### src/tcc_pkg.sv
// Constants, register map and enumerations of the capture/compare timer.
// Assumes a single 20 MHz clock; the peripheral clock runs at half of it.
package tcc_pkg;

  // Register byte addresses as printed
  localparam logic [15:0] ADDR_COUNT     = 16'hFF12;
  localparam logic [15:0] ADDR_CC_FIRST  = 16'hFF14;
  localparam logic [15:0] ADDR_CC_SECOND = 16'hFF16;
  localparam logic [15:0] ADDR_MODE      = 16'hFF60;
  localparam logic [15:0] ADDR_PRESCALE  = 16'hFF61;
  localparam logic [15:0] ADDR_CC_CTRL   = 16'hFF62;

  // Mode control fields
  localparam int OVF_BIT      = 0;
  localparam int OUT_TIME_BIT = 1;
  localparam int MODE_LO_BIT  = 2;
  localparam int MODE_HI_BIT  = 3;

  // Prescaler/edge fields
  localparam int CLK_SEL_LO   = 0;
  localparam int CLK_SEL_HI   = 1;
  localparam int EDGE0_LO_BIT = 4;
  localparam int EDGE0_HI_BIT = 5;
  localparam int EDGE1_LO_BIT = 6;
  localparam int EDGE1_HI_BIT = 7;

  // Capture/compare control fields
  localparam int ROLE_FIRST_BIT  = 0;
  localparam int TRIG_FIRST_BIT  = 1;
  localparam int ROLE_SECOND_BIT = 2;

  // Reset values and counter constants
  localparam logic [15:0] RST_CC    = 16'h0000;
  localparam logic [15:0] RST_COUNT = 16'h0000;
  localparam logic [1:0]  RST_FIELD = 2'h0;
  localparam logic        RST_BIT   = 1'b0;
  localparam logic [15:0] COUNT_MAX = 16'hFFFF;
  localparam logic [15:0] COUNT_ONE = 16'h0001;

  // Count clock timing
  localparam int CLK_HZ  = 20000000;
  localparam int FXP_HZ  = 10000000;
  localparam int FXP_CYC = CLK_HZ / FXP_HZ;
  localparam logic [9:0] DIV_FXP    = 10'(FXP_CYC * 1);
  localparam logic [9:0] DIV_FXP4   = 10'(FXP_CYC * 4);
  localparam logic [9:0] DIV_FXP256 = 10'(FXP_CYC * 256);
  localparam logic [9:0] DIV_ONE    = 10'h001;

  typedef enum logic [1:0] {
    MODE_STOP      = 2'h0,
    MODE_FREE      = 2'h1,
    MODE_CLR_EDGE  = 2'h2,
    MODE_CLR_MATCH = 2'h3
  } tcc_mode_t;

  typedef enum logic [1:0] {
    CLK_FXP    = 2'h0,
    CLK_FXP4   = 2'h1,
    CLK_FXP256 = 2'h2,
    CLK_EXT    = 2'h3
  } tcc_clk_t;

  typedef enum logic [1:0] {
    EDGE_FALL = 2'h0,
    EDGE_RISE = 2'h1,
    EDGE_NONE = 2'h2,
    EDGE_BOTH = 2'h3
  } tcc_edge_t;

  // Gray along idle -> wait fall -> wait rise
  typedef enum logic [1:0] {
    CAP_IDLE = 2'h0,
    CAP_FALL = 2'h1,
    CAP_RISE = 2'h3
  } tcc_cap_t;

endpackage

### src/tcc_edge_det.sv
// Pin synchroniser with edge detection for one timer input.
// Assumes the pin is asynchronous to clk; pulses appear two edges late.
module tcc_edge_det (
  input  wire logic clk,
  input  wire logic resetn,
  input  wire logic pin,
  output logic      rise,
  output logic      fall
);

  logic syncA;
  logic syncB;
  logic syncC;

  always_ff @(posedge clk or negedge resetn) begin
    if (!resetn) begin
      syncA <= 1'b0;
      syncB <= 1'b0;
      syncC <= 1'b0;
    end else begin
      syncA <= pin;
      syncB <= syncA;
      syncC <= syncB;
    end
  end

  // Only the settled stages feed the detector
  assign rise = syncB & ~syncC;
  assign fall = ~syncB & syncC;

endmodule // tcc_edge_det

### src/tcc_timer.sv
// 16-bit timer core: counter, second capture/compare register, mode control.
// Assumes a plain register port with read data one cycle after the strobe.
//
// How it works
// [RULE_01] Counter increments on each count-clock rise while running.
// [RULE_02] Compare role: match of second register and counter raises its request.
// [RULE_03] Control bit 2 selects capture role, otherwise compare role.
// [RULE_04] Capture latches counter on first-input valid edge; 00 fall, 01 rise, 11 both.
// [RULE_05] Software never programs edge select 10.
// [RULE_06] Second register zero: request as counter steps 0000H to 0001H.
// [RULE_07] Lowered compare value: counter wraps through overflow; software restarts.
// [RULE_08] Second register content after stop is not defined.
// [RULE_09] Compare role ignores capture triggers.
// [RULE_10] Capture wins over a coinciding read or stop.
// [RULE_11] Nonzero mode bits start the counter; 00 stops and clears it.
// [RULE_12] Mode 01 free-run, 10 clear on input edge, 11 clear on first match.
// [RULE_13] Output toggles on matches, also on input edge when timing bit set.
// [RULE_14] Requests follow role: matches in compare, edges in capture, none stopped.
// [RULE_15] Overflow flag sets on FFFFH to 0000H wrap in listed modes.
// [RULE_16] Clearing overflow before next count clock has no effect.
// [RULE_17] Software stops the timer before writing mode bits other than overflow.
// [RULE_18] Stopped timer neither counts nor raises requests.
// [RULE_19] Software stops the timer before clock-stopping low-power modes.
// [RULE_20] Software sets first-input edge bits only while stopped.
// [RULE_21] Capture on count-clock fall, request on the following rise.
// [RULE_22] Overflow flag stays set until software writes zero.
//
// Implementation choice: the plain strobed port.
module tcc_timer (
  input  wire logic        clk,
  input  wire logic        resetn,
  input  wire logic [15:0] addr,
  input  wire logic [15:0] wdata,
  input  wire logic        wr,
  input  wire logic        rd,
  input  wire logic        timerInputFirst,
  input  wire logic        timerInputSecond,
  output logic      [15:0] rdata,
  output logic             matchIrqFirst,
  output logic             matchIrqSecond,
  output logic             timerOutputPin
);

  // Register state
  logic [15:0]         captureCompareFirst;
  logic [15:0]         captureCompareSecond;
  logic [15:0]         countRegister;
  tcc_pkg::tcc_mode_t  modeSel;
  logic                outputTimingSel;
  logic                overflowFlag;
  tcc_pkg::tcc_clk_t   clkSel;
  tcc_pkg::tcc_edge_t  firstEdgeSel;
  tcc_pkg::tcc_edge_t  secondEdgeSel;
  logic                firstRoleSelect;
  logic                firstTrigSelect;
  logic                secondRoleSelect;

  // Internal state
  logic [9:0]          divCount;
  logic                ovfWindow;
  logic                clrPending;
  tcc_pkg::tcc_cap_t   capState;
  tcc_pkg::tcc_cap_t   next_capState;

  // Pin edges
  logic [1:0]          pinRaw;
  logic [1:0]          pinRise;
  logic [1:0]          pinFall;

  assign pinRaw = {timerInputSecond, timerInputFirst};

  genvar gi;
  generate
    for (gi = 0; gi < 2; gi++) begin : g_pin
      tcc_edge_det u_edge (
        .clk    (clk),
        .resetn (resetn),
        .pin    (pinRaw[gi]),
        .rise   (pinRise[gi]),
        .fall   (pinFall[gi])
      );
    end
  endgenerate

  // The prohibited selection decodes to no edge at all
  function automatic logic edgeHit(input tcc_pkg::tcc_edge_t sel, input logic r,
                                   input logic f);
    edgeHit = ((sel == tcc_pkg::EDGE_RISE) && r) || ((sel == tcc_pkg::EDGE_FALL) && f) ||
              ((sel == tcc_pkg::EDGE_BOTH) && (r || f)); // [RULE_04] [RULE_05]
  endfunction

  // Decode
  wire running   = (modeSel != tcc_pkg::MODE_STOP); // [RULE_11]
  wire edgeFirst = edgeHit(firstEdgeSel, pinRise[0], pinFall[0]);
  wire edgeSecond = edgeHit(secondEdgeSel, pinRise[1], pinFall[1]);
  wire extClock  = (clkSel == tcc_pkg::CLK_EXT);

  wire [9:0] divPeriod = (clkSel == tcc_pkg::CLK_FXP)  ? tcc_pkg::DIV_FXP :
                         (clkSel == tcc_pkg::CLK_FXP4) ? tcc_pkg::DIV_FXP4 :
                         tcc_pkg::DIV_FXP256;
  wire [9:0] divLast   = divPeriod - tcc_pkg::DIV_ONE;
  wire [9:0] divHalf   = (divPeriod >> 1) - tcc_pkg::DIV_ONE;

  // External count clock has no separate fall, so capture and count share the tick
  wire countRise = running && (extClock ? edgeFirst : (divCount == divLast));
  wire countFall = running && (extClock ? edgeFirst : (divCount == divHalf));

  wire atFirst   = (countRegister == captureCompareFirst);
  wire atSecond  = (countRegister == captureCompareSecond);
  // Match is seen as the counter leaves the value, so a zero compare fires at 0001H
  wire hitFirst  = countRise && !firstRoleSelect && atFirst;
  wire hitSecond = countRise && !secondRoleSelect && atSecond; // [RULE_02] [RULE_06]

  wire clrMatch  = countRise && (modeSel == tcc_pkg::MODE_CLR_MATCH) && atFirst; // [RULE_12]
  wire clrEdge   = countRise && (modeSel == tcc_pkg::MODE_CLR_EDGE) && clrPending; // [RULE_12]
  wire wrapNow   = countRise && (countRegister == tcc_pkg::COUNT_MAX) && !clrMatch;
  wire ovfMode   = (modeSel == tcc_pkg::MODE_CLR_EDGE) || (modeSel == tcc_pkg::MODE_CLR_MATCH) ||
                   (captureCompareFirst == tcc_pkg::COUNT_MAX);
  wire ovfSet    = wrapNow && ovfMode; // [RULE_15]

  wire capTake   = (capState == tcc_pkg::CAP_FALL) && countFall; // [RULE_21]
  wire capIrq    = (capState == tcc_pkg::CAP_RISE) && countRise; // [RULE_21]

  // Bus decode
  wire wrCcFirst  = wr && (addr == tcc_pkg::ADDR_CC_FIRST);
  wire wrCcSecond = wr && (addr == tcc_pkg::ADDR_CC_SECOND);
  wire wrMode     = wr && (addr == tcc_pkg::ADDR_MODE);
  wire wrPrescale = wr && (addr == tcc_pkg::ADDR_PRESCALE);
  wire wrCcCtrl   = wr && (addr == tcc_pkg::ADDR_CC_CTRL);

  wire [15:0] modeRead = {12'h000, modeSel, outputTimingSel, overflowFlag};
  wire [15:0] prescaleRead = {8'h00, secondEdgeSel, firstEdgeSel, 2'h0, clkSel};
  wire [15:0] ctrlRead = {13'h0000, secondRoleSelect, firstTrigSelect, firstRoleSelect};
  wire [15:0] readMux =
    (addr == tcc_pkg::ADDR_COUNT)     ? countRegister :
    (addr == tcc_pkg::ADDR_CC_FIRST)  ? captureCompareFirst :
    (addr == tcc_pkg::ADDR_CC_SECOND) ? captureCompareSecond :
    (addr == tcc_pkg::ADDR_MODE)      ? modeRead :
    (addr == tcc_pkg::ADDR_PRESCALE)  ? prescaleRead :
    (addr == tcc_pkg::ADDR_CC_CTRL)   ? ctrlRead : 16'h0000;

  // Next values
  wire [15:0] next_count =
    !running              ? tcc_pkg::RST_COUNT :                  // [RULE_11] [RULE_18]
    (clrEdge || clrMatch) ? tcc_pkg::RST_COUNT :
    countRise             ? countRegister + tcc_pkg::COUNT_ONE :  // [RULE_01] [RULE_07]
    countRegister;

  // A capture in the same cycle as a write or read keeps the captured count
  wire [15:0] next_ccSecond = capTake    ? countRegister :        // [RULE_04] [RULE_10]
                              wrCcSecond ? wdata : captureCompareSecond; // [RULE_08] Kept on stop

  // Set wins over the software clear, and the window repeats it until the next tick
  wire next_overflow = ovfSet || ovfWindow ? 1'b1 :                // [RULE_16]
                       (wrMode && !wdata[tcc_pkg::OVF_BIT]) ? 1'b0 : overflowFlag; // [RULE_22]
  wire next_ovfWindow = ovfSet || (ovfWindow && !countRise && running);

  wire next_clrPending = running && ((edgeFirst && modeSel == tcc_pkg::MODE_CLR_EDGE) ||
                                     (clrPending && !countRise));

  wire next_irqSecond = hitSecond || capIrq; // [RULE_14]
  wire next_irqFirst  = hitFirst || (running && firstRoleSelect && edgeSecond); // [RULE_14]
  wire outToggle      = running &&
                        (hitFirst || hitSecond || (outputTimingSel && edgeFirst)); // [RULE_13]

  wire [9:0] next_div = (!running || extClock || divCount == divLast) ? 10'h000 :
                        divCount + tcc_pkg::DIV_ONE;

  always_comb begin
    next_capState = capState;
    case (capState)
      tcc_pkg::CAP_IDLE: begin
        if (running && secondRoleSelect && edgeFirst) begin // [RULE_03] [RULE_09]
          next_capState = tcc_pkg::CAP_FALL;
        end
      end
      tcc_pkg::CAP_FALL: begin
        if (!running) begin
          next_capState = tcc_pkg::CAP_IDLE;
        end else if (countFall) begin
          next_capState = tcc_pkg::CAP_RISE;
        end
      end
      tcc_pkg::CAP_RISE: begin
        if (!running || countRise) begin
          next_capState = tcc_pkg::CAP_IDLE;
        end
      end
      default: next_capState = tcc_pkg::CAP_IDLE;
    endcase
  end

  // Configuration writes
  always_ff @(posedge clk or negedge resetn) begin
    if (!resetn) begin
      modeSel          <= tcc_pkg::MODE_STOP;
      outputTimingSel  <= tcc_pkg::RST_BIT;
      clkSel           <= tcc_pkg::CLK_FXP;
      firstEdgeSel     <= tcc_pkg::EDGE_FALL;
      secondEdgeSel    <= tcc_pkg::EDGE_FALL;
      firstRoleSelect  <= tcc_pkg::RST_BIT;
      firstTrigSelect  <= tcc_pkg::RST_BIT;
      secondRoleSelect <= tcc_pkg::RST_BIT;
      captureCompareFirst <= tcc_pkg::RST_CC;
    end else begin
      if (wrMode) begin
        modeSel         <= tcc_pkg::tcc_mode_t'(wdata[tcc_pkg::MODE_HI_BIT:tcc_pkg::MODE_LO_BIT]);
        outputTimingSel <= wdata[tcc_pkg::OUT_TIME_BIT];
      end
      if (wrPrescale) begin
        clkSel        <= tcc_pkg::tcc_clk_t'(wdata[tcc_pkg::CLK_SEL_HI:tcc_pkg::CLK_SEL_LO]);
        firstEdgeSel  <= tcc_pkg::tcc_edge_t'(wdata[tcc_pkg::EDGE0_HI_BIT:tcc_pkg::EDGE0_LO_BIT]);
        secondEdgeSel <= tcc_pkg::tcc_edge_t'(wdata[tcc_pkg::EDGE1_HI_BIT:tcc_pkg::EDGE1_LO_BIT]);
      end
      if (wrCcCtrl) begin
        firstRoleSelect  <= wdata[tcc_pkg::ROLE_FIRST_BIT];
        firstTrigSelect  <= wdata[tcc_pkg::TRIG_FIRST_BIT];
        secondRoleSelect <= wdata[tcc_pkg::ROLE_SECOND_BIT];
      end
      if (wrCcFirst) begin
        captureCompareFirst <= wdata;
      end
    end
  end

  // Counting and events
  always_ff @(posedge clk or negedge resetn) begin
    if (!resetn) begin
      countRegister        <= tcc_pkg::RST_COUNT;
      captureCompareSecond <= tcc_pkg::RST_CC;
      overflowFlag         <= tcc_pkg::RST_BIT;
      ovfWindow            <= tcc_pkg::RST_BIT;
      clrPending           <= tcc_pkg::RST_BIT;
      capState             <= tcc_pkg::CAP_IDLE;
      divCount             <= 10'h000;
    end else begin
      countRegister        <= next_count;
      captureCompareSecond <= next_ccSecond;
      overflowFlag         <= next_overflow;
      ovfWindow            <= next_ovfWindow;
      clrPending           <= next_clrPending;
      capState             <= next_capState;
      divCount             <= next_div;
    end
  end

  // Registered outputs
  always_ff @(posedge clk or negedge resetn) begin
    if (!resetn) begin
      rdata          <= 16'h0000;
      matchIrqFirst  <= 1'b0;
      matchIrqSecond <= 1'b0;
      timerOutputPin <= 1'b0;
    end else begin
      rdata          <= rd ? readMux : 16'h0000;
      matchIrqFirst  <= next_irqFirst;
      matchIrqSecond <= next_irqSecond;
      timerOutputPin <= timerOutputPin ^ outToggle;
    end
  end
endmodule // tcc_timer

### config.mk
export PLATFORM = sky130hd
export DESIGN_NAME = tcc_timer
export DESIGN_NICKNAME = d
export VERILOG_FILES = /design/src/tcc_pkg.sv /design/src/tcc_edge_det.sv /design/src/tcc_timer.sv
export SDC_FILE = /design/constraint.sdc
export NUM_CORES = 1
export LEC_CHECK = 0
export ABC_AREA = 0
export BUFFER_PORTS_ARGS = -buffer_cell sky130_fd_sc_hd__buf_2
export CORE_UTILIZATION = 59
export CTS_CLUSTER_DIAMETER = 30
export DETAILED_ROUTE_END_ITERATION = 6
export HOLD_SLACK_MARGIN = 0.1
export PLACE_DENSITY = 0.85
export SETUP_SLACK_MARGIN = 0.3
export SLEW_MARGIN = 20
export SYNTH_ARGS = -nofsm -noshare
export SYNTH_HDL_FRONTEND = slang
export SYNTH_SLANG_ARGS = --single-unit
### constraint.sdc
create_clock -name clk -period 3.23 [get_ports clk]
set_clock_uncertainty 0.1 [all_clocks]
set_input_delay 0.646 -clock clk [delete_from_list [all_inputs] [get_ports clk]]
set_output_delay 0.646 -clock clk [all_outputs]
set_load 0.01 [all_outputs]
; ---- Word level (Yosys, flattened, before mapping)
; Cells that the tools add are included.
[totals]
register_bits = 100
word_cells = 160
output_inout_bits = 19
inputBits = 38
[op_classes]
add_sub_neg = 4
eq_ne = 26
reduce_logical = 71
mux = 24
bitwise_logic = 9
[op_table]
columns = op, count
row1 = 16-bit two-way mux, 9
row2 = "16-bit == test, second input constant", 8
row3 = 1-bit logical AND, 38
row4 = 16-bit == test, 2
row5 = 10-bit two-way mux, 3
row6 = 10-bit == test, 2
row7 = 1-bit logical OR, 19
row8 = "16-bit by 1-bit adder with 16-bit output, second input constant", 1
row9 = 8-bit two-way mux, 2
row10 = "2-bit == test, second input constant", 6
row11 = "10-bit by 1-bit adder with 10-bit output, second input constant", 1
row12 = "10-bit by 1-bit subtractor with 10-bit output, second input constant", 1
row13 = "9-bit by 1-bit subtractor with 10-bit output, second input constant", 1
row14 = "2-bit by 1-bit == test with 1-bit output, second input constant", 4
row15 = 2-bit logical NOT, 4
row16 = 2-bit two-way mux, 4
row17 = 1-bit logical NOT, 6
row18 = 2-bit one-hot mux with 3 select lines, 1
row19 = 2-bit nonzero test, 3
row20 = 1-bit bitwise AND, 4
row21 = 1-bit two-way mux, 4
row22 = 1-bit NOT, 4
row23 = 3-bit two-way mux, 1
row24 = "3-bit by 1-bit != test with 1-bit output, second input constant", 1
row25 = other kinds (5), 5

; ---- Depth between registers and ports, before layout
; Gate-level depths: netlist of the first run.
[depth]
ltp_word = 14
depth_mapped = 9
mapped_depth_nobuf = 8

; ---- Modules after synthesis
; A second synthesis of the first run with hierarchy kept.
[unflattened]
cells_unflattened = 498
hier_area_um2 = 5308.8
[by_module_without_submodules]
columns = module, area_per_inst_um2, n_inst, seq_area_each_um2, cells_per_inst
row1 = tcc_timer, 5128.7, 1, 2352.3, 488
row2 = tcc_edge_det, 90.1, 2, 75.1, 5

; ---- Worst setup path before layout of the first run
; OpenSTA, ideal clock, no wires.
[synth_timing]
path_type = input port to flip-flop
from = input addr[15]
to = register captureCompareSecond[7]
required_ns = 3.005
arrival_time_ns = 2.286
setup_time_ns = 0.125
path_buffers = 1
cell_stages = 7
path_slack_ns = 0.720
path_cell_list = nand4_1 > nor4_1 > and2_1 > nand4_2 > buf_2 > mux2_2 > mux2_2
[synth_via]
elab_chain_len = 3
[synth_lines]
columns = item, line_no
row1 = from (decl), tcc_timer.sv:32  ; input wire logic [15:0] addr,
row2 = 16-bit == test, tcc_timer.sv:126  ; wire wrCcSecond = wr && (addr == tcc_pkg::ADDR_CC_SECOND);
row3 = 1-bit logical AND, tcc_timer.sv:126
row4 = 2-bit nonzero test (no source line), n/a
row5 = to (signal assigned), tcc_timer.sv:230  ; captureCompareSecond <= tcc_pkg::RST_CC;
row6 = to (signal assigned), tcc_timer.sv:238  ; captureCompareSecond <= next_ccSecond;
row7 = to (decl), tcc_timer.sv:46  ; logic [15:0] captureCompareSecond;
; Every way passes these cells.
; A chain may end at the register's enable or synchronous reset.

; ---- Worst setup path after layout of the first run
[layout_timing]
from = register clkSel[0]
to = register captureCompareSecond[12]
[layout_via]
elab_chain_len = 9
elab_cells_between_ends = 12
classes_between = add/sub (1) / eq/ne (3) / mux (4) / reduce/logical (4)
[layout_lines]
columns = item, line_no
row1 = from (decl), tcc_timer.sv:51  ; tcc_pkg::tcc_clk_t clkSel;
row2 = from (signal assigned), tcc_timer.sv:198  ; clkSel <= tcc_pkg::CLK_FXP;
row3 = from (signal assigned), tcc_timer.sv:211  ; clkSel <= tcc_pkg::tcc_clk_t'(wdata[tcc_pkg::CLK_SEL_HI:tcc_pkg::CLK_SEL_LO]);
row4 = 2-bit by 1-bit == test with 1-bit output, tcc_timer.sv:99  ; (clkSel == tcc_pkg::CLK_FXP4) ? tcc_pkg::DIV_FXP4 :
row5 = 10-bit two-way mux, tcc_timer.sv:99
row6 = 10-bit two-way mux, tcc_timer.sv:98  ; wire [9:0] divPeriod = (clkSel == tcc_pkg::CLK_FXP) ? tcc_pkg::DIV_FXP :
row7 = 9-bit by 1-bit subtractor with 10-bit output, tcc_timer.sv:102  ; wire [9:0] divHalf = (divPeriod >> 1) - tcc_pkg::DIV_ONE;
row8 = 10-bit == test, tcc_timer.sv:106  ; wire countFall = running && (extClock ? edgeFirst : (divCount == divHalf));
row9 = 1-bit two-way mux *, tcc_timer.sv:106
row10 = 1-bit logical AND *, tcc_timer.sv:106
row11 = 1-bit logical AND *, tcc_timer.sv:121  ; wire capTake = (capState == tcc_pkg::CAP_FALL) && countFall;
row12 = 16-bit two-way mux / 2-bit nonzero test (equally long branches), n/a
; Mark *: on every way between the ends. The rest lies on a longest branch, timed or not.

==> results of run 1 <==
[synth_stat cells (all sizes together) (6+ instances only)]
master,number
dfrtp,100
mux2,66
nand2,39
xnor2,33
nor2,31
clkbuf,28
nand3,23
nand4,19
inv,14
o21ai,14
and3,12
nor2b,12
a22oi,11
xor2,11
nor4,9
a21oi,8
buf,8
nor3,7
ha,6
[routing by layer]
metal	GRT usage (%)	vias to the layer above	part of all wire, %
met5	0	-	0
met4	12.51	0	2.9
met3	6.312	40	5.5
met2	49.00	177	50
met1	36.10	2171	41
li1	-	1978	-
[through the flow]
step / std cells / cell area, µm²
after floorplan: 526 / 5544
after global placement: 666 / 5894
after detailed placement: 666 / 5894
after CTS: 681 / 6078
after global routing: 681 / 6078
final: 681 / 6078
[power groups by stage]
stage          clock (mW)  sequential (mW)  combinational (mW)
5_1_grt             0.850             1.26               0.111
3_3_place_gp            0             1.28              0.0968
2_1_floorplan           0             1.28              0.0296
3_5_place_dp            0             1.28               0.101
4_1_cts             0.795             1.26               0.101
6_report            0.788             1.26               0.101
[state kept, by name (all words and copies together) (netlist names), 2 cells and up]
register,count
clkSel,2
firstEdgeSel,2
secondEdgeSel,2
g_pin.u_edge.syncB,2
g_pin.u_edge.syncC,2
capState,2
countRegister,16
modeSel,2
divCount,10
g_pin.u_edge.syncA,2
captureCompareFirst,16
rdata,16
captureCompareSecond,16
[logic make-up after synthesis]
family,synth area share [%]
simple gates,17.24
flops,45.14
compound gates,10.77
mux,14.78
buf+inv,3.769
xor+xnor,6.951
fa+ha+maj,1.354
[worst paths after layout]
| check | startpoint | to |
|---|---|---|
| setup / recovery | clkSel[0] | captureCompareSecond[12] |
| hold / removal | resetn | firstTrigSelect |
| setup reg to reg | clkSel[0] | captureCompareSecond[12] |
| hold reg to reg | g_pin[0].u_edge.syncA | g_pin[0].u_edge.syncB |
| max in group asynchronous | resetn | captureCompareFirst[11] |
| min in group clk | g_pin[0].u_edge.syncA | g_pin[0].u_edge.syncB |
[critical path, delay by kind of cell, from the launching register on]
kind / cells / cell delay, ps
AND/OR/NAND/NOR: 2 / 630
flip-flops: 1 / 470
multiplexers: 1 / 450
XOR/XNOR: 1 / 190
AO/OA/AOI/OAI: 2 / 760
[area by class of cell]
type                       instances  area, µm²  share of cell area (%)
clock inverter                     2      35.03                  0.5764
multi-input combinational        376       2838                   46.69
inverter                          14      52.55                  0.8646
tap                              111      138.9                   2.285
clock buffer                      13      148.9                   2.450
timing repair buffer              65      362.8                   5.970
sequential                       100       2502                   41.17
==> results_dict.tcl, run 1 <==
set metrics [dict create \
    status "complete, no violations" \
    netlist_instances 526 \
    ys_types 59 \
    slew-limit-headroom_pct 32.39 \
    fin_crit_ps 2708 \
    cts_root_buffer "clkbuf_8" \
    layout_setup_ws_ps 522.3 \
    area_delta_synth_final_pct 9.637 \
    place_ws_ps 479.0 \
    via_count 4366 \
    hold_violations 0 \
    core.rowCount 35 \
    synth_nets 570 \
    start_kind "flop" \
    p_leak_nw 2.845 \
    cts.sinks 100 \
    power_frac_seq_pct 58.6 \
    die_x_um 98.94 \
    diodes 0 \
    synth_area_per_cell_um2 10.54 \
    grt_max_degree 68 \
    async_reset_ff_share_pct 100.0 \
    die_area_mm2 0.009788 \
    cp_max_fo 17 \
    power_frac_comb_pct 4.7 \
    drtIter0Drc 266 \
    yosysWarnings 0 \
    gp_congestion 0.9494 \
    port_buffers 56 \
    via_per_inst 6.411 \
    htreeDepth 3 \
    rsz0062_at_grt "false" \
    antenna_found_initial 0 \
    powerDensity_mw_per_mm2 353.4 \
    ys_ff_latch 100 \
    fin_nets 610 \
    cts_buffer_depth 2 \
    synth_top_area_cell "dfrtp_1" \
    final-setup-viol-count 0 \
    layout_commonest_cell "dfrtp_1" \
    cp_data_arrival_time_ps 2870 \
    cp_slowest_cell "dfrtp_1" \
    worstSetupPathType "reg2reg" \
    crit_chain "xor2_1, or3_4, a221oi_4, nor3b_4, o2111ai_4, mux2_4" \
    drv_cap 0 \
    track_usage_pct 29.06 \
    worst_pin_slew_ps 1000 \
    hpwlAfterDp_mm 9.610 \
    antenna_left 0 \
    syn_area_mm2 0.005544 \
    synthTopCellsByArea "dfrtp_1 45%, mux2_2 12%, xnor2_1 5.2%" \
    p_sw_share_pct 22.48 \
    grt_pass1_wl_mm 21.85 \
    fin_util_pct 66.41 \
    dr.pass1.iters 5 \
    synth.top_cell.area_share_pct 45.14 \
    synth-edff-count 0 \
    slew_violations 0 \
    coreArea_mm2 0.009153 \
    power_frac_clock_pct 36.7 \
    fillers 715 \
    p_switching_mw 0.4828 \
    required_ps 3390 \
    start_util_pct 60.57 \
    reg2reg_depth 6 \
    hold_class "in2async" \
    p_int_mw 1.665 \
    cts_tree "yes" \
    ys_seq_area_share_pct 45.14 \
    power.total_mw 2.148 \
    first_global_vias 4359 \
    cts_hold_buf 0 \
    r2r_slack_ps 520 \
    drc_errors 0 \
    wl_per_cell_um 19.80 \
    wl_mm 13.49 \
    cts_made_buffers 9 \
    fmax_ghz 0.3693 \
    ctsResizeCount 0 \
    grt_overflow 0 \
    most-common-layout-cells "100 x dfrtp_1, 59 x mux2_2, 55 x buf_2" \
    die_h_um 98.94 \
    cts.clk_slew.worst_paths_ps 90 \
    synthFlopType "dfrtp_1" \
    drive_gt1_share_pct 27.37 \
    fin_tns_setup_ps 0 \
    max_stage_delay_ps 470 \
    period_share_pct 83.83 \
    critPathCaptureType "flop" \
    hold_slack_ps 119.0 \
    ir_drop_mv 0.1919 \
    clock_latency_ps 370 \
    post_cts_buffers 0 \
    ios 57 \
]
Note: power is estimated with default switching activity, not from simulation.
==> run 2, diff against run 1 <==
Clock period 3.23 ns to 2.6 ns, I/O delays scaled along.
==> run 2 against run 1 <==
Hold slack better by 27 ps. Largest cell class unchanged. Combinational power rose by 30%. Global-route usage grew 2.8 points.
==> results_dict.tcl, run 2 (synthesis gave the netlist of run 1 again) <==
set metrics [dict create \
    status "complete, no violations" \
    via_count 4684 \
    p_switching_mw 0.6427 \
    ir_drop_mv 0.2211 \
    die_x_um 98.94 \
    fin_nets 650 \
    powerDensity_mw_per_mm2 412.3 \
    drc_errors 0 \
    layout_setup_ws_ps 219.3 \
    ios 57 \
    area_delta_synth_final_pct 18.08 \
    antenna_found_initial 0 \
    htreeDepth 3 \
    coreArea_mm2 0.009153 \
    power_frac_seq_pct 58.0 \
    hpwlAfterDp_mm 10.40 \
    r2r_slack_ps 220 \
    fin_tns_setup_ps 0 \
    critPathCaptureType "flop" \
    fmax_ghz 0.4200 \
    cts_made_buffers 9 \
    slew-limit-headroom_pct 37.68 \
    first_global_vias 4725 \
    power_frac_clock_pct 37.2 \
    gp_congestion 0.8852 \
    die_area_mm2 0.009788 \
    cts_tree "yes" \
    start_kind "flop" \
    drtIter0Drc 391 \
    antenna_left 0 \
    dr.pass1.iters 5 \
    slew_violations 0 \
    rsz0062_at_grt "true" \
    wl_mm 15.17 \
    track_usage_pct 31.91 \
    power_frac_comb_pct 4.9 \
    start_util_pct 60.57 \
    hold_violations 0 \
    p_int_mw 2.056 \
    diodes 0 \
    fin_crit_ps 2381 \
    port_buffers 56 \
    grt_overflow 0 \
    cts.sinks 100 \
    layout_commonest_cell "dfrtp_1" \
    worstSetupPathType "reg2reg" \
    worst_pin_slew_ps 932.9 \
    most-common-layout-cells "97 x dfrtp_1, 59 x mux2_2, 55 x buf_2" \
    cp_max_fo 7 \
    dp_cells 693 \
    hold_class "in2reg" \
    required_ps 2750 \
    die_h_um 98.94 \
    p_sw_share_pct 23.81 \
    p_leak_nw 3.064 \
    cp_data_arrival_time_ps 2540 \
    period_share_pct 91.57 \
    place_ws_ps 53.18 \
    wl_per_cell_um 21.01 \
    via_per_inst 6.488 \
    cts_root_buffer "clkbuf_8" \
    final_cells 722 \
    drv_cap 0 \
    fillers 594 \
    drive_gt1_share_pct 34.86 \
    cts.clk_slew.worst_paths_ps 100 \
    cts_buffer_depth 2 \
    grt_max_degree 46 \
    clock_latency_ps 380 \
    core.rowCount 35 \
    final-setup-viol-count 0 \
    grt_pass1_wl_mm 23.81 \
]
## run 2: metal layers
| layer | share of wire [%] | wire (µm) | global-route usage (%) |
|---|---|---|---|
| met1 | 39 | 5889 | 39.86 |
| met2 | 52 | 7833 | 55.57 |
| met3 | 5.9 | 889 | 4.468 |
| met4 | 3.7 | 559 | 13.55 |
| met5 | 0 | 0 | 0 |
## run 2: power by group through the flow
stage | Clock [mW] | Sequential, mW | Combinational, mW
5_1_grt | 1.06 | 1.57 | 0.144
3_3_place_gp | 0 | 1.59 | 0.124
2_1_floorplan | 0 | 1.60 | 0.0370
3_5_place_dp | 0 | 1.60 | 0.129
6_report | 1.00 | 1.56 | 0.131
4_1_cts | 0.999 | 1.56 | 0.131
## run 2: final timing paths
kind                                         startpoint                      end  depth (start not counted)
worst min register to register    g_pin[0].u_edge.syncA    g_pin[0].u_edge.syncB                          0
worst min-delay path                    timerInputFirst    g_pin[0].u_edge.syncA                          1
max in group asynchronous                        resetn  captureCompareFirst[13]                          3
worst max register to register  captureCompareFirst[13]         countRegister[5]                          8
worst max-delay path            captureCompareFirst[13]         countRegister[5]                          8
min in group asynchronous                        resetn              divCount[4]                          2
## run 2: layout make-up
type | count | area [µm²] | area share (%)
Clock inverter | 5 | 61.31 | 0.9365
Timing Repair Buffer | 105 | 700.7 | 10.70
Inverter | 14 | 52.55 | 0.8028
Tap cell | 111 | 138.9 | 2.122
Clock buffer | 11 | 131.4 | 2.007
Sequential cell | 100 | 2506 | 38.28
Multi-Input combinational cell | 376 | 2955 | 45.15
## run 2: timing repair
action | in CTS | in global routing
cloned | 0 | 0
pin swaps | 2 | 10
hold buffers | 1 | 0
endpoints found under the setup margin | 31 | 31
setup buffers | 8 | 4
endpoints found under the hold margin | 42 | 0
resized for setup | 15 | 18
## run 2: worst max-delay path: stages (launching register included)
cell     delay, ps
dfrtp_2        470
xnor2_2        200
nand4_1        200
nor4_4         400
buf_4          180
a31o_4         230
buf_8          160
nor4_4          40
a221o_1        270
## run 2: per-stage QoR
stage          cell area [µm²]  total power, mW  hold WS (ps)  utilization (%)
5_1_grt                   6546            2.768         129.4            71.52
3_5_place_dp              6103            1.724         234.7            66.68
3_3_place_gp              6103            1.719         233.7            66.68
4_1_cts                   6441            2.695         138.5            70.38
2_1_floorplan             5557            1.632         124.4                -
6_report                  6546            2.699         145.5            71.52
